## src/wdtm_map.svh

```systemverilog
// Purpose: offsets, field positions, reset values and timing counts
// Assumes: classic wishbone slave, 32-bit data, byte addresses
// Notes:   definitions only
`ifndef WDTM_MAP_SVH
`define WDTM_MAP_SVH

`define WDTM_ADDR_W          8
`define WDTM_OFF_CONTROL     8'h30
`define WDTM_OFF_STATUS      8'h34
`define WDTM_OFF_IRQ_STAT    8'h38
`define WDTM_OFF_IRQ_CLR     8'h3C
`define WDTM_OFF_IRQ_EN      8'h40

// control register fields
`define WDTM_CTL_SWEN_BIT    0
`define WDTM_CTL_PS_LSB      1
`define WDTM_CTL_PS_W        5
`define WDTM_CTL_RESET       8'h16
// status register fields
`define WDTM_ST_TO_BIT       0
`define WDTM_ST_PD_BIT       1
`define WDTM_ST_ACT_BIT      2
`define WDTM_ST_SLEEP_BIT    3
// interrupt event bits
`define WDTM_EV_W            2
`define WDTM_EV_TIMEOUT      0
`define WDTM_EV_WAKE         1

// prescale codes: period = 1 ms << code, 0..18 (1 ms .. 262 s)
`define WDTM_PS_MAX          5'd18
`define WDTM_CNT_W           19

// slow oscillator and base tick
`define WDTM_OSC_HZ          31000
`define WDTM_TICK_US         1000
`define WDTM_OSC_PER_TICK    ((`WDTM_OSC_HZ * `WDTM_TICK_US) / 1000000)
`define WDTM_CLK_MHZ         250

`endif

```

## src/wdtm_pkg.sv

```systemverilog
// Purpose: types shared by the watchdog files
// Assumes: constants come from wdtm_map.svh
// Notes:   none
package wdtm_pkg;
    typedef enum logic [1:0] {
        WDTM_MODE_OFF    = 2'b00,
        WDTM_MODE_SOFT   = 2'b01,
        WDTM_MODE_NOSLP  = 2'b10,
        WDTM_MODE_ALWAYS = 2'b11
    } wdtm_mode_t;

    typedef struct packed {
        logic        cyc;
        logic        stb;
        logic        we;
        logic [7:0]  adr;
        logic [3:0]  sel;
        logic [31:0] dat;
    } wdtm_wb_req_t;

    typedef struct packed {
        logic        ack;
        logic [31:0] dat;
    } wdtm_wb_rsp_t;

    typedef struct packed {
        logic sleep;
        logic kick;
        logic osc_fail;
    } wdtm_core_evt_t;
endpackage : wdtm_pkg

```

## src/wdtm_tick.sv

```systemverilog
// Purpose: slow oscillator model and 1 ms base tick generator
// Assumes: core_clk at 250 MHz
// Notes:   slow edges come from a divider of core_clk, so no crossing
`timescale 1ns/1ps
`include "wdtm_map.svh"
module wdtm_tick #(
    parameter int OSC_DIV  = (`WDTM_CLK_MHZ * 1000000) / `WDTM_OSC_HZ,
    parameter int PER_TICK = `WDTM_OSC_PER_TICK
) (
    // clock and reset
    input  wire logic core_clk,
    input  wire logic rst,
    input  wire logic clk_en,
    // tick out
    output logic      tick_1ms
);
    import wdtm_pkg::*;

    typedef struct packed {
        logic [15:0] div;
        logic [7:0]  osc;
        logic        tick;
    } wdtm_tick_st_t;

    wdtm_tick_st_t st_q;
    wdtm_tick_st_t st_d;

    // oscillator advances only while clk_en is high; sysclk_divider_chg does not reach it
    always_comb begin
        st_d      = st_q;
        st_d.tick = 1'b0;
        if (st_q.div == 16'(OSC_DIV - 1)) begin
            st_d.div = '0;
            if (st_q.osc == 8'(PER_TICK - 1)) begin
                st_d.osc  = '0;
                st_d.tick = 1'b1;
            end else begin
                st_d.osc = st_q.osc + 8'h01;
            end
        end else begin
            st_d.div = st_q.div + 16'h0001;
        end
    end

    always_ff @(posedge core_clk) begin
        if (rst) begin
            st_q <= '0;
        end else if (clk_en) begin
            st_q <= st_d;
        end
    end

    assign tick_1ms = st_q.tick;
endmodule : wdtm_tick

```

## src/wdtm_top.sv

```systemverilog
// Purpose: watchdog with four configured modes and sleep behaviour
// Assumes: wishbone classic slave, sync active-high reset
// Notes:   mode comes from the configuration word input, not a register
`timescale 1ns/1ps
`include "wdtm_map.svh"
module wdtm_top #(
    parameter int OSC_DIV  = (`WDTM_CLK_MHZ * 1000000) / `WDTM_OSC_HZ,
    parameter int PER_TICK = `WDTM_OSC_PER_TICK
) (
    // clock and reset
    input  wire logic                  core_clk,
    input  wire logic                  rst,
    input  wire logic                  clk_en,
    // configuration word field
    input  wire wdtm_pkg::wdtm_mode_t  wdt_mode_cfg,
    // core events
    input  wire wdtm_pkg::wdtm_core_evt_t core_evt,
    input  wire logic                  sysclk_divider_chg,
    // wishbone
    input  wire wdtm_pkg::wdtm_wb_req_t wb_req,
    output wdtm_pkg::wdtm_wb_rsp_t     wb_rsp,
    // outputs to core
    output logic                       wdt_reset_req,
    output logic                       wdt_wake_req,
    output logic                       watchdog_expired_flag,
    output logic                       power_down_flag,
    output logic                       irq
);
    import wdtm_pkg::*;

    typedef struct packed {
        logic                      swen;
        logic [`WDTM_CTL_PS_W-1:0] ps;
        logic [`WDTM_CNT_W-1:0]    cnt;
        logic                      active;
        logic                      sleep;
        logic                      to_flag;
        logic                      pd_flag;
        logic                      rst_req;
        logic                      wake_req;
        logic [`WDTM_EV_W-1:0]     ev_stat;
        logic [`WDTM_EV_W-1:0]     ev_en;
        logic                      irq;
        wdtm_wb_rsp_t              rsp;
    } wdtm_state_t;

    wdtm_state_t st_q;
    wdtm_state_t st_d;
    logic        tick_1ms;

    wdtm_tick #(
        .OSC_DIV  (OSC_DIV),
        .PER_TICK (PER_TICK)
    ) u_tick (
        .core_clk (core_clk),
        .rst      (rst),
        .clk_en   (clk_en),
        .tick_1ms (tick_1ms)
    );

    // activity decode, applied to the incoming sleep state sleep_in only
    function automatic logic wdt_active(input wdtm_mode_t m,
                                        input logic swen,
                                        input logic asleep);
        unique case (m)
            WDTM_MODE_ALWAYS: wdt_active = 1'b1;
            WDTM_MODE_NOSLP:  wdt_active = !asleep;
            WDTM_MODE_SOFT:   wdt_active = swen;
            WDTM_MODE_OFF:    wdt_active = 1'b0;
        endcase
    endfunction : wdt_active

    // period in ticks minus one, code saturated at 18 (262 s)
    function automatic logic [`WDTM_CNT_W-1:0] period_last(
        input logic [`WDTM_CTL_PS_W-1:0] code);
        logic [`WDTM_CTL_PS_W-1:0] c;
        c = (code > `WDTM_PS_MAX) ? `WDTM_PS_MAX : code;
        period_last = (`WDTM_CNT_W'(1) << c) - `WDTM_CNT_W'(1);
    endfunction : period_last

    logic       acc;
    logic       acc_wr;
    logic       acc_rd;
    logic [7:0] adr;
    logic       act_now;
    logic       expire;
    logic       sleep_in;
    logic       sleep_chg;
    logic [`WDTM_EV_W-1:0] ev_set;
    logic [31:0] rdata;

    always_comb begin
        st_d  = st_q;
        adr   = wb_req.adr;
        acc   = wb_req.cyc && wb_req.stb && !st_q.rsp.ack;
        acc_wr = acc && wb_req.we;
        acc_rd = acc && !wb_req.we;
        rdata = '0;
        ev_set = '0;

        // --- register bus ---
        st_d.rsp.ack = acc;
        unique case (adr)
            `WDTM_OFF_CONTROL: begin
                rdata[`WDTM_CTL_SWEN_BIT] = st_q.swen;
                rdata[`WDTM_CTL_PS_LSB +: `WDTM_CTL_PS_W] = st_q.ps;
                if (acc_wr && wb_req.sel[0]) begin
                    st_d.swen = wb_req.dat[`WDTM_CTL_SWEN_BIT];
                    st_d.ps   = wb_req.dat[`WDTM_CTL_PS_LSB +:
                                           `WDTM_CTL_PS_W];
                end
            end
            `WDTM_OFF_STATUS: begin
                rdata[`WDTM_ST_TO_BIT]    = st_q.to_flag;
                rdata[`WDTM_ST_PD_BIT]    = st_q.pd_flag;
                rdata[`WDTM_ST_ACT_BIT]   = st_q.active;
                rdata[`WDTM_ST_SLEEP_BIT] = st_q.sleep;
            end
            `WDTM_OFF_IRQ_STAT: rdata[`WDTM_EV_W-1:0] = st_q.ev_stat;
            `WDTM_OFF_IRQ_EN: begin
                rdata[`WDTM_EV_W-1:0] = st_q.ev_en;
                if (acc_wr && wb_req.sel[0]) begin
                    st_d.ev_en = wb_req.dat[`WDTM_EV_W-1:0];
                end
            end
            default: rdata = '0;
        endcase
        if (acc_wr && adr == `WDTM_OFF_IRQ_CLR && wb_req.sel[0]) begin
            st_d.ev_stat = st_q.ev_stat & ~wb_req.dat[`WDTM_EV_W-1:0];
        end
        st_d.rsp.dat = acc_rd ? rdata : '0;

        // --- sleep tracking; a watchdog wake ends sleep ---
        sleep_in  = core_evt.sleep && !st_q.wake_req;
        st_d.sleep = sleep_in;
        sleep_chg = sleep_in != st_q.sleep;
        act_now   = wdt_active(wdt_mode_cfg, st_d.swen, sleep_in);
        st_d.active = act_now;

        // --- counter ---
        st_d.rst_req  = 1'b0;
        st_d.wake_req = 1'b0;
        // at or past the end: a shorter prescale written mid-count still fires
        expire = act_now && tick_1ms && (st_q.cnt >= period_last(st_q.ps));
        // divider changes are ignored on purpose
        if (!act_now || core_evt.kick || core_evt.osc_fail
            || sleep_chg) begin
            st_d.cnt = '0;
        end else if (expire) begin
            st_d.cnt = '0;
            if (st_q.sleep) begin
                st_d.wake_req = 1'b1;
                st_d.to_flag  = 1'b1;
                st_d.pd_flag  = 1'b1;
            end else begin
                st_d.rst_req = 1'b1;
                st_d.to_flag = 1'b1;
            end
            ev_set[`WDTM_EV_TIMEOUT] = 1'b1;
            ev_set[`WDTM_EV_WAKE]    = st_q.sleep;
        end else if (tick_1ms) begin
            st_d.cnt = st_q.cnt + `WDTM_CNT_W'(1);
        end
        // a kick restarts the expiry flag history
        if (core_evt.kick) begin
            st_d.to_flag = 1'b0;
        end
        if (sleep_in && !st_q.sleep) begin
            st_d.pd_flag = 1'b1;
        end

        // set wins over a clear in the same cycle
        st_d.ev_stat = st_d.ev_stat | ev_set;
        st_d.irq = |(st_d.ev_stat & st_d.ev_en);
    end

    always_ff @(posedge core_clk) begin
        if (rst) begin
            st_q         <= '0;
            st_q.ps      <= `WDTM_CTL_PS_W'(`WDTM_CTL_RESET >>
                                            `WDTM_CTL_PS_LSB);
            st_q.swen    <= 1'b0;
        end else if (clk_en) begin
            st_q <= st_d;
        end
    end

    assign wb_rsp                = st_q.rsp;
    assign wdt_reset_req         = st_q.rst_req;
    assign wdt_wake_req          = st_q.wake_req;
    assign watchdog_expired_flag = st_q.to_flag;
    assign power_down_flag       = st_q.pd_flag;
    assign irq                   = st_q.irq;
endmodule : wdtm_top

```

## config.mk

```make
export PLATFORM = sky130hd
export DESIGN_NAME = wdtm_top
export DESIGN_NICKNAME = d
export VERILOG_FILES = /design/src/wdtm_pkg.sv /design/src/wdtm_tick.sv /design/src/wdtm_top.sv
export VERILOG_INCLUDE_DIRS = /design/src
export SDC_FILE = /design/constraint.sdc
export NUM_CORES = 1
export LEC_CHECK = 0
export BUFFER_PORTS_ARGS = -buffer_cell sky130_fd_sc_hd__buf_4
export CORE_MARGIN = 3
export CORE_UTILIZATION = 35
export CTS_CLUSTER_DIAMETER = 200
export DETAILED_ROUTE_END_ITERATION = 6
export SLEW_MARGIN = 25
export SYNTH_ARGS = -nofsm -noshare
export SYNTH_HDL_FRONTEND = slang
export SYNTH_SLANG_ARGS = --single-unit
```

## constraint.sdc

```tcl
create_clock -name core_clk -period 4.7 [get_ports core_clk]
set_input_delay 0.94 -clock core_clk [delete_from_list [all_inputs] [get_ports core_clk]]
set_output_delay 0.94 -clock core_clk [all_outputs]
set_load 0.02 [all_outputs]
```

==> results.ini, run 1 <==
[critical_path]
critPathMaxFanout = 15
path_class = reg2reg
cp-end-kind = flip-flop
cp_top_family = compound AO/OA/AOI/OAI gates
crit_buf_inv = 0
cp_slowest_stage_delay_ps = 450
cp_slowest_cell = dfxtp_1
critPathLaunchType = flip-flop
crit_arrival_ps = 4220
worstPathRequired_ps = 4890
path_cells = or2_2 -> nor2_1 -> nand3b_1 -> ha_1 -> nor3_1 -> a21oi_1 -> o21a_1 -> ha_1 -> a21oi_1 -> a31oi_1 -> o31ai_1 -> o211ai_1 -> a31oi_1 -> o32ai_1

[cts]
cts_setup_buffers = 0
cts_hold_buffers = 0
cts.sinks = 68
cts_tree = built
path_clk_slew_ps = 60
clockBufferDepth = 2
ctsResizeCount = 0
cts_root_buffer = clkbuf_16
h-tree-depth = 3
clock_latency_ps = 330
cts_buffers = 9

[floorplanning]
start_util_pct = 36.4
boundaryPins = 94
dieArea_um2 = 14000
die_w_um = 118
placementRows = 40
die_y_um = 118
coreArea_um2 = 12200

[global_routing]
grt_use_total_pct = 14.2
antenna_found_initial = 0
grt.overflow.total = 0
grt_pass1_wl_um = 16900
grt_start_max_net_pins = 52
grt_pass1_vias = 3652

[power]
fin_total_pwr_mw = 1.47
p_per_area_nw_per_um2 = 293
p_leak_nw = 1.80
vdd_drop_max_mv = 0.213

[cells_and_area]
fin_util_pct = 41.2
final_area_um2 = 5020
antenna_cells = 0
multi_input_area_um2 = 2730
seqCellArea_um2 = 1360
nNetsFinal = 622
final_common_cell = dfxtp_1
fill_cells = 1238
drive_above_1_share_pct = 16.3
final_cell_mix = dfxtp_1 (68), nor2_1 (51), buf_4 (42)
syn_to_final_growth_pct = 13.3

[timing]
rsz0062_at_grt = false
period_minus_slack_ps = 4040
fin_setup_tns_ps = 0
finalHoldViolations = 0
skew_ps = 7.31
finalMaxSlewViolations = 0
setup_viol = 0
tightest_slew_ps = 648
slew-limit-headroom_pct = 56.8
period_share_pct = 85.9
fmax_ghz = 0.248

[synth]
synth_fa_ha_area_share_pct = 7.35
synthMuxAreaShare_pct = 2.35
async_flop_share_pct = 0
synth_edf_count = 0
postSynthRegisterBits = 68
syn_avg_cell_area_um2 = 8.46
ys_warn_count = 0
synth-main-ff-cell = dfxtp_1
syn-cell-area_um2 = 4430
yosysSeqAreaShare_pct = 30.8
synth_xor_area_share_pct = 4.75
synth_compound_area_share_pct = 19.8
synth-simple-area-share_pct = 25.2
synthCells = 523
synth_top_family_by_area = simple AND/OR/NAND/NOR gates
ys_types = 64

[placed_design]
gp_congestion = 0.807
dp.final_hpwl_um = 6960
place_area_um2 = 4670
portBuffers = 37

[job]
maxCapViolations = 0

[route]
drt_iter0_drc = 297
wl_met2_um = 4590
avgRoutedWirePerCell_um = 13.6
drt_first_pass_iters = 5
drt-met1-wl_um = 4570
highest-signal-layer = met4
wl_um = 9690
vias_per_cell = 5.24
met3_length_um = 448
drc_errors = 0
final_antenna_net_count = 0
vias = 3734

[hold_path]
hp-class = reg2reg

[run_status]
status = complete, no violations

area by class of cell:
type	instances	area share, %
well taps	168	4.19
repair buffers	42	6.29
clock buffers	9	4.49
flip-flops and latches	68	27.1
clock inverters	7	2.47
inverters	13	0.973
multi-input cells	406	54.5
state kept, by name (all words and copies together) (netlist names):
register	count
u_tick.tick_1ms	1
st_q	31
wb_rsp	7
u_tick.st_q	24
power_down_flag	1
wdt_reset_req	1
wdt_wake_req	1
irq	1
watchdog_expired_flag	1
logic make-up (layout without fill, tap and decap cells):
logic type	count (synthesis)	in the layout
other	1	26
muxes	10	10
DFF	68	68
adders and majority gates	26	26
and+or+nand+nor	209	209
buffers and inverters	74	71
xor gates and xnor gates	24	24
AOI/OAI and AO/OA	111	111
report_power, final:
part / switching (mW) / leakage [nW] / internal [mW]
clock: 0.265 / 0.166 / 0.522
sequential: 0.00493 / 0.549 / 0.581
combinational: 0.0642 / 1.09 / 0.0299
total: 0.335 / 1.80 / 1.13
Yosys cell counts, drive strengths merged, types with 2 or more instances:
cell,instances,share of area (%)
xor2,18,3.6
clkbuf,22,1.9
nor2b,9,1.3
nand3,21,2.4
nor3,11,1.6
or4,16,2.8
o31ai,18,3.1
o211ai,4,0.68
ha,26,7.4
or3,7,0.99
a2bb2oi,2,0.40
inv,13,1.1
nor4,3,0.76
a211oi,19,4.8
nand2,40,3.4
nand2b,7,0.99
nand4,17,2.4
dfxtp,68,31
and3,8,1.1
a21boi,2,0.34
nand3b,3,0.51
o2111ai,3,0.99
a211o,3,0.59
or2,4,0.57
o21ai,11,1.6
a221oi,3,0.59
and2,6,0.85
a22oi,7,1.2
a31oi,5,0.71
mux2i,10,2.3
a21oi,25,3.1
buf,39,6.7
xnor2,6,1.2
nor2,51,4.3
worst register-to-register path, cell delays in order, from the launching register on:
cell and delay, ps:
dfxtp_1 450, or2_2 430, nor2_1 160, nand3b_1 110
ha_1 380, nor3_1 310, a21oi_1 70, o21a_1 190
ha_1 320, a21oi_1 140, a31oi_1 90, o31ai_1 440
o211ai_1 350, a31oi_1 320, o32ai_1 130
per-layer routing:
| layer | up-vias | global-route usage (%) |
|---|---|---|
| met5 | - | 0 |
| met4 | 0 | 2.82 |
| met3 | 10 | 3.92 |
| met2 | 64 | 23.7 |
| met1 | 1769 | 18.5 |
| li1 | 1891 | - |
path summary, 6_finish.rpt:
kind | startpoint | to | slack, ps | depth (start not counted)
worst min register to register | st_q[43] | wb_rsp[2] | 470 | 2
worst min-delay path | st_q[43] | wb_rsp[2] | 470 | 2
worst max register to register | st_q[64] | irq | 660 | 14
worst max-delay path | st_q[64] | irq | 660 | 14
metrics by stage:
| stage | hold slack (ps) | instances | setup WS [ps] |
|---|---|---|---|
| finish | 470 | 713 | 664 |
| floorplan | 436 | 548 | 1250 |
| detailed placement | 456 | 697 | 745 |
| CTS | 471 | 713 | 714 |
| global placement | 462 | 697 | 811 |
| global route | 485 | 713 | 407 |
Power figures use the tool's default switching activity.
==> run 2: changes to the inputs <==
==> constraint.sdc (replaced) <==
create_clock -name core_clk -period 4.7 [get_ports core_clk]
set_input_delay 0.705 -clock core_clk [delete_from_list [all_inputs] [get_ports core_clk]]
set_output_delay 0.705 -clock core_clk [all_outputs]
set_load 0.02 [all_outputs]
==> results.ini, run 2 (synthesized netlist as in run 1, its figures left out) <==
[run_status]
status = complete, no violations

[route]
final_antenna_net_count = 0  ; unchanged
drt_iter0_drc = 262  ; -12%
wl_um = 9720  ; +0.34%
vias_per_cell = 5.28  ; +0.73%
vias = 3756  ; +0.59%
drt_first_pass_iters = 4  ; -1
drc_errors = 0  ; unchanged
avgRoutedWirePerCell_um = 13.7  ; +0.48%

[timing]
tightest_slew_ps = 693  ; +45.1 ps
period_minus_slack_ps = 4130  ; +97.7 ps
period_share_pct = 87.9  ; +2.1 points
setup_viol = 0  ; unchanged
fin_hold_ws_ps = 463  ; -6.64 ps
finalMaxSlewViolations = 0  ; unchanged
slew-limit-headroom_pct = 53.8  ; -3.1 points
rsz0062_at_grt = false
finalHoldViolations = 0  ; unchanged
layout_setup_ws_ps = 567  ; -97.7 ps
fmax_ghz = 0.242  ; -2.4%
fin_setup_tns_ps = 0  ; unchanged
skew_ps = 8.81  ; +1.50 ps

[critical_path]
path_class = reg2reg
crit_arrival_ps = 4310  ; +90 ps
worstPathRequired_ps = 4880  ; about the same
cp_slowest_stage_delay_ps = 460  ; about the same
crit_buf_inv = 0  ; unchanged
critPathMaxFanout = 15  ; unchanged
critPathLaunchType = flip-flop
rrSetupSlack_ps = 570  ; -100 ps
cp_slowest_cell = dfxtp_1
cp-end-kind = flip-flop
reg2reg_depth = 14  ; unchanged
path_cells = or2_2 -> nor2_1 -> nand3b_1 -> ha_1 -> nor3_1 -> a21oi_1 -> o21a_1 -> ha_1 -> a21oi_1 -> a31oi_1 -> o31ai_1 -> o211ai_1 -> a31oi_1 -> o32ai_1
reg2reg_to = irq
cp_top_family = compound AO/OA/AOI/OAI gates
r2r-start = st_q[64]

[placed_design]
dp.final_hpwl_um = 7030  ; +1.0%
gp_congestion = 0.829  ; +2.7%
place_ws_ps = 716  ; -29.1 ps
portBuffers = 37  ; unchanged

[cells_and_area]
antenna_cells = 0  ; unchanged
drive_above_1_share_pct = 16.2  ; -0.15 points
final_common_cell = dfxtp_1
fill_cells = 1221  ; -1.4%
final_cell_mix = dfxtp_1 (68), nor2_1 (51), buf_4 (41)
seqCellArea_um2 = 1360  ; unchanged
syn_to_final_growth_pct = 12.2
nNetsFinal = 621  ; -0.16%
multi_input_area_um2 = 2730  ; unchanged
largest_reg_flops = 31  ; unchanged
largest-register = st_q

[hold_path]
hp-class = reg2reg
holdPathStages = 2  ; unchanged
min_to = wb_rsp[2]
min_from = st_q[43]

[cts]
cts_setup_buffers = 0  ; unchanged
cts_hold_buffers = 0  ; unchanged
ctsResizeCount = 0  ; unchanged
clockBufferDepth = 2  ; unchanged
cts_root_buffer = clkbuf_16
cts_tree = built
cts.sinks = 68  ; unchanged
cts_buffers = 9  ; unchanged
h-tree-depth = 3  ; unchanged
clock_latency_ps = 340  ; about the same
path_clk_slew_ps = 60  ; about the same

[global_routing]
grt_use_total_pct = 14.0  ; -0.24 points
grt_pass1_vias = 3520  ; -3.6%
grt_pass1_wl_um = 16500  ; -2.4%
grt.overflow.total = 0  ; unchanged
grt_start_max_net_pins = 52  ; unchanged
antenna_found_initial = 0  ; unchanged

[power]
p_leak_nw = 1.78  ; -1.3%
vdd_drop_max_mv = 0.187  ; -12%
p_per_area_nw_per_um2 = 276  ; -5.6%
fin_total_pwr_mw = 1.37  ; -6.5%

[floorplanning]
die_y_um = 118  ; unchanged
coreArea_um2 = 12200  ; unchanged
boundaryPins = 94  ; unchanged
die_w_um = 118  ; unchanged
placementRows = 40  ; unchanged
dieArea_um2 = 14000  ; unchanged
start_util_pct = 36.4  ; unchanged

[job]
maxCapViolations = 0  ; unchanged

==> run 2: power by group <==
group	leakage [nW]	switching, mW	internal, mW
sequential	0.549	0.00530	0.581
clock	0.147	0.273	0.419
combinational	1.08	0.0644	0.0294
total	1.78	0.342	1.03
==> run 2: how the worst max path moves through the flow <==
stage / start / end / slack (ps) / cells past startpoint
after CTS: st_q[64] / irq / 640 / 14
final: st_q[64] / irq / 570 / 14
after global placement: st_q[64] / irq / 820 / 14
after global routing: st_q[64] / irq / 330 / 15
after floorplan: st_q[65] / st_q[44] / 1260 / 17
after detailed placement: st_q[64] / irq / 720 / 14
==> run 2: area by class of cell <==
type / instances / share of cell area, %
Sequential cell: 68 / 27.4
Tap cell: 168 / 4.23
Multi-Input combinational cell: 406 / 55.0
Inverter: 13 / 0.983
Clock inverter: 7 / 1.64
Timing Repair Buffer: 41 / 6.20
Clock buffer: 9 / 4.54
==> run 2: worst reg2reg max path, stage by stage, from the launching register on <==
cell	delay (ps)
dfxtp_1	460
or2_2	440
nor2_1	150
nand3b_1	100
ha_1	380
nor3_1	310
a21oi_1	70
o21a_1	200
ha_1	320
a21oi_1	150
a31oi_1	100
o31ai_1	450
o211ai_1	360
a31oi_1	340
o32ai_1	150
==> run 2: layer usage <==
metal | up-vias | track usage (%) | wire length (um)
li1 | 1894 | - | -
met1 | 1773 | 17.9 | 4490
met2 | 76 | 22.7 | 4570
met3 | 13 | 3.49 | 529
met4 | 0 | 5.14 | 134
met5 | - | 0 | 0
==> run 2: metrics by stage <==
step	instances	utilization (%)	instance area, um2
6_report	712	40.8	4970
5_1_grt	712	40.8	4970
4_1_cts	712	40.8	4970
3_5_place_dp	696	38.3	4660
3_3_place_gp	696	38.3	4660
2_1_floorplan	548	-	4520
